## config.mk

```make
export PLATFORM = sky130hd
export DESIGN_NAME = cedc_ext_display
export DESIGN_NICKNAME = d
export VERILOG_FILES = /design/src/inc/cedc_pkg.sv /design/src/rtl/cedc_ext_display.sv
export VERILOG_INCLUDE_DIRS = /design/src /design/src/inc
export SDC_FILE = /design/constraint.sdc
export NUM_CORES = 1
export LEC_CHECK = 0
export BUFFER_PORTS_ARGS = -buffer_cell sky130_fd_sc_hd__buf_2
export CAP_MARGIN = 30
export CORE_AREA = 2 2 126 91
export DETAILED_ROUTE_END_ITERATION = 7
export DIE_AREA = 0 0 128 93
export GPL_ROUTABILITY_DRIVEN = 0
export PLACE_DENSITY = 0.79
export SLEW_MARGIN = 20
export SYNTH_ARGS = -nofsm -noshare
export SYNTH_HDL_FRONTEND = slang
export SYNTH_SLANG_ARGS = --single-unit
export TNS_END_PERCENT = 1
```

## constraint.sdc

```tcl
create_clock -name clk_i -period 4.3 [get_ports clk_i]
set_input_delay 0.86 -clock clk_i [delete_from_list [all_inputs] [get_ports clk_i]]
set_output_delay 0.86 -clock clk_i [all_outputs]
set_load 0.05 [all_outputs]
```

## src/inc/cedc_cfg.svh

```systemverilog
// Constants of the extended display control block: port addresses, index,
// bit positions and reset values.
// Assumes it is included by its bare name from the package and the design file.
`ifndef CEDC_CFG_SVH
`define CEDC_CFG_SVH

// I/O port addresses of the indexed controller port.
`define CEDC_PORT_INDEX      16'h03d4
`define CEDC_PORT_DATA       16'h03d5

// Index of the extended display control register and its reset value.
`define CEDC_IDX_EXT_CTL     8'h1b
`define CEDC_EXT_CTL_RESET   8'h00
`define CEDC_INDEX_RESET     8'h00

// Bit positions inside the extended display control register.
`define CEDC_BIT_BLANK_EXT   7
`define CEDC_BIT_FAST_PAGE   6
`define CEDC_BIT_BLANK_SRC   5
`define CEDC_BIT_OFFSET_8    4
`define CEDC_BIT_START_18    3
`define CEDC_BIT_START_17    2
`define CEDC_BIT_EXT_WRAP    1
`define CEDC_BIT_START_16    0

// Field positions inside the misc display control register.
`define CEDC_MISC_VBE_HI     7:6
`define CEDC_MISC_HBE_HI     5:4

// Address widths.
`define CEDC_VGA_ADDR_W      16
`define CEDC_EXT_ADDR_W      19

`endif

```

## src/inc/cedc_pkg.sv

```systemverilog
// Types of the extended display control block.
// Assumes cedc_cfg.svh is on the include path.
`default_nettype none
`include "cedc_cfg.svh"

package cedc_pkg;
  typedef logic [7:0]                     cedc_byte_t;
  typedef logic [`CEDC_EXT_ADDR_W-1:0]    cedc_addr_t;

  typedef struct packed {
    cedc_byte_t  ext_ctl;
    cedc_byte_t  index;
    cedc_byte_t  rdata;
    logic [9:0]  vblank_end;
    logic [7:0]  hblank_end;
    logic [8:0]  row_offset;
    cedc_addr_t  start_addr;
    cedc_addr_t  crt_dram_addr;
    cedc_addr_t  host_dram_addr;
    logic        fast_page;
    logic        dac_blank;
    logic        overlay_window_n;
  } cedc_state_t;
endpackage : cedc_pkg
`default_nettype wire

```

## src/rtl/cedc_ext_display.sv

```systemverilog
// Extended display control register of the CRT timing controller and the
// address, blanking and overflow logic that it steers.
// Assumes all inputs come from logic on the video clock, including the I/O port strobes.
`timescale 1ns/100ps
`default_nettype none
`include "cedc_cfg.svh"

// What this block does
// RL1: Blank-end extension bits apply only if extension-enable or blanking-source is set.
// RL2: Extension-enable set honours the blank-end extension bits regardless of blanking-source.
// RL3: Fast-page bit clear makes every font fetch a random read; keep clear for dual font.
// RL4: Fast-page bit set fetches font data with fast-page cycles for faster text clocks.
// RL5: Blanking-source clear blanks the palette DAC from the controller blank signal.
// RL6: Blanking-source set blanks the palette DAC from display enable, hiding the border.
// RL7: Blanking-source set drives the overlay window pin from the internal blank signal.
// RL8: Bit 4 is bit 8 of the row offset value.
// RL9: Bits 3 and 2 are display start address bits 18 and 17.
// RL10: Extended-wrap clear wraps display memory at 64K per map, 256K total.
// RL11: Extended-wrap set lets display addresses run over all installed memory.
// RL12: Wrap with chain-4 maps address bits 16,17 to DRAM A0,A1; adds offset above 12.
// RL13: Wrap with doubleword maps controller address bits 14,15 to DRAM A0,A1.
// RL14: Character address counter is 16 bits with wrap clear, 19 bits with it set.
// RL15: Bit 0 is display start address bit 16.
// RL16: Enabled vertical extension bits widen vertical blank end to ten bits.
// RL17: Enabled horizontal extension bits widen horizontal blank end to eight bits.
// RL18: A read returns the eight bits last written, all fields read-write.
module cedc_ext_display
  import cedc_pkg::*;
(
  // Clock and reset.
  input  wire logic                  clk_i,
  input  wire logic                  rst_i,
  // Indexed I/O port.
  input  wire logic [15:0]           io_addr_i,
  input  wire logic                  io_wr_i,
  input  wire logic                  io_rd_i,
  input  wire logic [7:0]            io_wdata_i,
  output logic      [7:0]            io_rdata_o,
  // Other controller registers.
  input  wire logic [7:0]            misc_display_control_i,
  input  wire logic [7:0]            row_offset_register_i,
  input  wire logic [7:0]            vblank_end_lo_i,
  input  wire logic [5:0]            hblank_end_lo_i,
  input  wire logic [15:0]           start_addr_lo_i,
  input  wire logic                  dword_mode_i,
  input  wire logic                  chain4_mode_i,
  input  wire logic [6:0]            host_offset_i,
  input  wire logic [18:0]           mem_mask_i,
  // Timing and address sources.
  input  wire logic                  timing_blank_i,
  input  wire logic                  display_enable_i,
  input  wire logic [18:0]           char_counter_address_i,
  input  wire logic [16:0]           host_extended_address_i,
  // Derived timing values.
  output logic      [9:0]            vblank_end_o,
  output logic      [7:0]            hblank_end_o,
  output logic      [8:0]            row_offset_o,
  output logic      [18:0]           start_addr_o,
  // Memory addressing.
  output logic      [18:0]           crt_dram_addr_o,
  output logic      [18:0]           host_dram_addr_o,
  output logic                       fast_page_font_o,
  // Palette DAC and overlay.
  output logic                       dac_blank_o,
  output logic                       overlay_window_pin_n_o
);
  import cedc_pkg::*;

  cedc_state_t state;
  cedc_state_t next_state;

  logic        ext_wrap;
  logic        blank_src;
  logic        blank_ext_on;
  logic [18:0] char_addr;
  logic [18:0] ext_mem_addr;
  logic [6:0]  ext_mem_addr_hi;

  // Limits an address to a 64K map unless extended wrap is on, then to installed memory.
  function automatic logic [18:0] cedc_wrap(input logic [18:0] addr,
                                            input logic        wrap,
                                            input logic [18:0] mask);
    logic [18:0] res;
    res = wrap ? (addr & mask) : {3'h0, addr[15:0]};
    return res;
  endfunction : cedc_wrap

  // Decodes an access to the data port aimed at this register.
  function automatic logic cedc_hit(input logic [15:0] addr,
                                    input logic [7:0]  idx);
    logic res;
    res = (addr == `CEDC_PORT_DATA) && (idx == `CEDC_IDX_EXT_CTL);
    return res;
  endfunction : cedc_hit

  // Doubleword remap: controller address bits 15 and 14 drive DRAM A1 and A0.
  function automatic logic [18:0] cedc_dword_map(input logic [18:0] addr);
    logic [18:0] res;
    res = {addr[18:16], addr[13:0], addr[15:14]};
    return res;
  endfunction : cedc_dword_map

  // Chain-4 remap: extended address bits 17 and 16 drive DRAM A1 and A0.
  function automatic logic [18:0] cedc_chain4_map(input logic [18:0] addr);
    logic [18:0] res;
    res = {addr[18], addr[15:0], addr[17:16]};
    return res;
  endfunction : cedc_chain4_map

  always_comb
  begin
    next_state = state;
    ext_wrap = state.ext_ctl[`CEDC_BIT_EXT_WRAP];
    blank_src = state.ext_ctl[`CEDC_BIT_BLANK_SRC];
    blank_ext_on = state.ext_ctl[`CEDC_BIT_BLANK_EXT] | blank_src; // see RL1, see RL2

    // Register port.
    // The index latch selects which register the data port reaches.
    if (io_wr_i && io_addr_i == `CEDC_PORT_INDEX)
    begin
      next_state.index = io_wdata_i;
    end
    if (io_wr_i && cedc_hit(io_addr_i, state.index))
    begin
      next_state.ext_ctl = io_wdata_i; // see RL18
    end
    if (io_rd_i)
    begin
      if (io_addr_i == `CEDC_PORT_INDEX)
      begin
        next_state.rdata = state.index;
      end
      else if (cedc_hit(io_addr_i, state.index))
      begin
        next_state.rdata = state.ext_ctl; // see RL18
      end
      else
      begin
        // Reads that hit no register return zero rather than stale data.
        next_state.rdata = 8'h00;
      end
    end

    // Blank-end extensions.
    // Disabled extension bits read as zero, so the low fields alone set the end value.
    next_state.vblank_end = {blank_ext_on ? misc_display_control_i[`CEDC_MISC_VBE_HI] : 2'h0,
                             vblank_end_lo_i}; // see RL16
    next_state.hblank_end = {blank_ext_on ? misc_display_control_i[`CEDC_MISC_HBE_HI] : 2'h0,
                             hblank_end_lo_i}; // see RL17

    // Offset and start address overflow bits.
    next_state.row_offset = {state.ext_ctl[`CEDC_BIT_OFFSET_8], row_offset_register_i}; // see RL8
    next_state.start_addr = {state.ext_ctl[`CEDC_BIT_START_18],
                             state.ext_ctl[`CEDC_BIT_START_17], // see RL9
                             state.ext_ctl[`CEDC_BIT_START_16], // see RL15
                             start_addr_lo_i};

    // Font fetch cycle type.
    next_state.fast_page = state.ext_ctl[`CEDC_BIT_FAST_PAGE]; // see RL3, see RL4

    // Palette DAC blanking and overlay window.
    if (blank_src)
    begin
      next_state.dac_blank = ~display_enable_i; // see RL6
      next_state.overlay_window_n = ~timing_blank_i; // see RL7
    end
    else
    begin
      next_state.dac_blank = timing_blank_i; // see RL5
      // With blanking-source clear the overlay pin stays inactive.
      next_state.overlay_window_n = 1'b1;
    end

    // Display address path.
    // Without extended wrap the doubleword remap stays off, keeping the linear VGA map.
    char_addr = cedc_wrap(char_counter_address_i, ext_wrap, mem_mask_i); // see RL10, RL11, RL14
    if (ext_wrap && dword_mode_i)
    begin
      next_state.crt_dram_addr = cedc_dword_map(char_addr); // see RL13
    end
    else
    begin
      next_state.crt_dram_addr = char_addr;
    end

    // Host address path.
    // The offset sum only feeds the chain-4 path; other host accesses use the plain address.
    ext_mem_addr_hi = 7'(host_extended_address_i[16:12]) + host_offset_i; // see RL12
    ext_mem_addr = {ext_mem_addr_hi, host_extended_address_i[11:0]};
    if (ext_wrap && chain4_mode_i)
    begin
      next_state.host_dram_addr = cedc_chain4_map(ext_mem_addr); // see RL12
    end
    else
    begin
      next_state.host_dram_addr = cedc_wrap({2'h0, host_extended_address_i}, ext_wrap,
                                            mem_mask_i); // see RL10, RL11
    end
  end

  always_ff @(posedge clk_i or posedge rst_i)
  begin
    if (rst_i)
    begin
      state <= '0;
      state.ext_ctl <= `CEDC_EXT_CTL_RESET;
      state.index <= `CEDC_INDEX_RESET;
      // The overlay pin is active low, so it idles high through reset.
      state.overlay_window_n <= 1'b1;
    end
    else
    begin
      state <= next_state;
    end
  end

  // Every output comes straight from a flop, so no decode glitch reaches a pin.
  assign io_rdata_o             = state.rdata;
  assign vblank_end_o           = state.vblank_end;
  assign hblank_end_o           = state.hblank_end;
  assign row_offset_o           = state.row_offset;
  assign start_addr_o           = state.start_addr;
  assign crt_dram_addr_o        = state.crt_dram_addr;
  assign host_dram_addr_o       = state.host_dram_addr;
  assign fast_page_font_o       = state.fast_page;
  assign dac_blank_o            = state.dac_blank;
  assign overlay_window_pin_n_o = state.overlay_window_n;

endmodule : cedc_ext_display
`default_nettype wire

```

==> impl_metrics.toml <==
[placement]
port-buffer-count = 230
postPlaceCellArea_um2 = 5477
dp_hpwl_um = 9229
dp_slack_ns = 1.419

[clocking]
path_clk_slew_ns = 0.07
htreeDepth = 3
root_buffer = "clkbuf_16"
cts_buffers = 9
post-cts-setup-buffer-count = 0
cts-hold-fix-buffers = 0
cts_repair_resize_count = 0
clock_sinks = 111
cts_tree = "done"
clk_latency_ns = 0.33
cts_buffer_depth = 2

[setup_path]
worst_ep_required_time_ns = 4.51
cp-start-kind = "input port"
crit_chain = "buf_2, nor4_1, nand4_1, or4_1, mux2_2"
worstSetupEndpointType = "register"
cp_num_buf_inv = 1
cp_top_family = "simple AND/OR/NAND/NOR gates"
cp.arrival_ns = 2.65
critPathMaxFanout = 8
cp_slowest_stage_delay_ns = 0.68
crit_type = "input port to register"
critPathSlowestCell = "or4_1"

[detailed_routing]
drt_iter0_markers = 279
vias = 3515
antenna_left = 0
post-route-drc-count = 0
first_pass_iters = 8
drt-total-wl_um = 11770
vias_per_cell = 5.116
wl_per_cell_um = 17.14

[sta]
layout_setup_ws_ns = 1.860
tightest_slew_ns = 0.5928
fmax_ghz = 0.4098
setup_violations = 0
hold_ws_ns = 0.4077
period_needed_ns = 2.440
hold_viol_final = 0
finalMaxSlewViolations = 0
totalNegativeSetupSlack_ns = 0
rsz0062_at_grt = "false"
relSlewSlack = 0.6017
finClkSkew_ns = 0.005678
period_share = 0.5675

[power]
power.density_nw_per_um2 = 377.0
ir_drop_mv = 0.1893
p_leak_uw = 0.003021

[die]
die-area_um2 = 11900
start_util = 0.4527
die_x_um = 128
die_h_um = 93
num_io_pins = 235
fp-row-count = 32
core_um2 = 10730

[synth]
syn_nets = 551
netlist_area_um2 = 4857
yosysWarnings = 0
synthFlopType = "dfrtp_1"
synth_cell_types = 46
synth_top_family_by_area = "buffers and inverters"
yosys.area_share.adder = 0.01700
synth_cells = 405
synth-simple-area-share = 0.06646
seq_area_frac_synth = 0.5721
yosys-mux-area-fraction = 0.03709
avgSynthCellArea_um2 = 11.99
yosysMostFrequentCell = "dfrtp_1"
synth_compound_gate_area_share = 0.1293
netlist_top_cells_count = "dfrtp_1 (110), buf_4 (92), o21ai_0 (33), inv_1 (28)"
async_reset_ff_frac = 1.000
synth_edf_count = 0
yosysTopAreaCellShare = 0.5667
synthTopCellsByArea = "dfrtp_1 (57%), buf_4 (14%), mux2_2 (3.7%), o21ai_0 (3.4%), a32o_1 (3.3%)"
synth_xor_area_frac = 0.001803
yosys.area.top_type = "dfrtp_1"
ys_ff_latch = 111

[global_routing]
grt_pass1_vias = 3466
grt_max_degree = 46
grt_pass1_wl_um = 18280
grt_antenna_before_repair = 0
gr-total-overflow = 0
grt_usage = 0.1990

[run]
cap_violations = 0

[cells_and_area]
area_growth_pct = 18.99
antenna-diode-count = 0
fin_nets = 692
drive_gt1_frac = 0.4936
final_area_um2 = 5779

[worst_hold_path]
worstHoldPathType = "register to register"

[run_status]
status = "finished, final reports clean"
## sequential cells by signal (all words and copies together) (netlist names), 8 cells and up
signal / count
hblank_end_o: 8
state: 9
io_rdata_o: 8
host_dram_addr_o: 19
start_addr_o: 19
vblank_end_o: 10
crt_dram_addr_o: 19
row_offset_o: 9
## per-stage QoR
stage | utilization | total power [uW] | instances
floorplan | - | 1341 | 405
global placement | 0.5078 | 1413 | 668
detailed placement | 0.5104 | 1424 | 669
CTS | 0.5367 | 2210 | 685
global route | 0.5386 | 2276 | 687
finish | 0.5386 | 2179 | 687
## power by group
group / switching [uW] / leakage, uW / internal (uW) / total [uW]
logic: 221 / 0.00150 / 96.4 / 318
registers: 8.20 / 0.00138 / 1080 / 1080
clock network: 364 / 0.000139 / 412 / 776
total: 594 / 0.00302 / 1590 / 2180
## layer usage
metal | vias to the layer above | GRT usage | wire (um)
li1 | 1609 | - | -
met1 | 1716 | 0.2764 | 5310
met2 | 180 | 0.3133 | 5472
met3 | 10 | 0.05892 | 929
met4 | 0 | 0.03938 | 60
met5 | - | 0 | 0
## layout by cell type (no fill, tap or decap), drive strengths merged, types with 2 or more instances in the layout
| cell type | instances |
|---|---|
| a22o | 13 |
| nor2b | 5 |
| o211ai | 2 |
| dfrtp | 110 |
| a211oi | 2 |
| nor3 | 2 |
| and3 | 3 |
| inv | 30 |
| buf | 234 |
| o21ai | 33 |
| nor4 | 10 |
| a32o | 16 |
| nand4b | 2 |
| nand4 | 3 |
| or4 | 2 |
| and2 | 2 |
| a21oi | 3 |
| clkinv | 4 |
| nor2 | 6 |
| clkbuf | 11 |
| a221o | 8 |
| nand3 | 2 |
| nand2 | 7 |
| mux2 | 16 |
| ha | 5 |
| o21a | 2 |
## area by class of cell
class                           count  area, um^2
Fill cell                         957        4951
Inverter                           29       111.4
Multi-Input combinational cell    160        1222
Tap cell                          136       170.2
Timing Repair Buffer              235        1214
Clock buffer                       10       239.0
Sequential cell                   111        2779
Clock inverter                      6       43.79
## final timing paths
path | depth (start not counted) | to | slack [ns] | start
worst max-delay path | 5 | next_state[68] | 1.86 | io_addr_i[15]
worst min-delay path | 0 | start_addr_o[18] | 0.41 | next_state[59]
worst max register to register | 4 | next_state[68] | 2.20 | state[100]
worst min register to register | 0 | start_addr_o[18] | 0.41 | next_state[59]
max in group asynchronous | 4 | next_state[68] | 2.89 | rst_i
min in group asynchronous | 2 | row_offset_o[2] | 0.57 | rst_i
## kinds of logic (layout without fill, tap and decap cells)
group | count (synthesis) | count (layout)
compound gates | 85 | 85
xor+xnor | 1 | 1
fa+ha+maj | 6 | 6
buf+inv | 134 | 280
flops | 111 | 111
mux | 16 | 16
simple gates | 52 | 52
No activity file was read; power rests on OpenSTA's default activity.
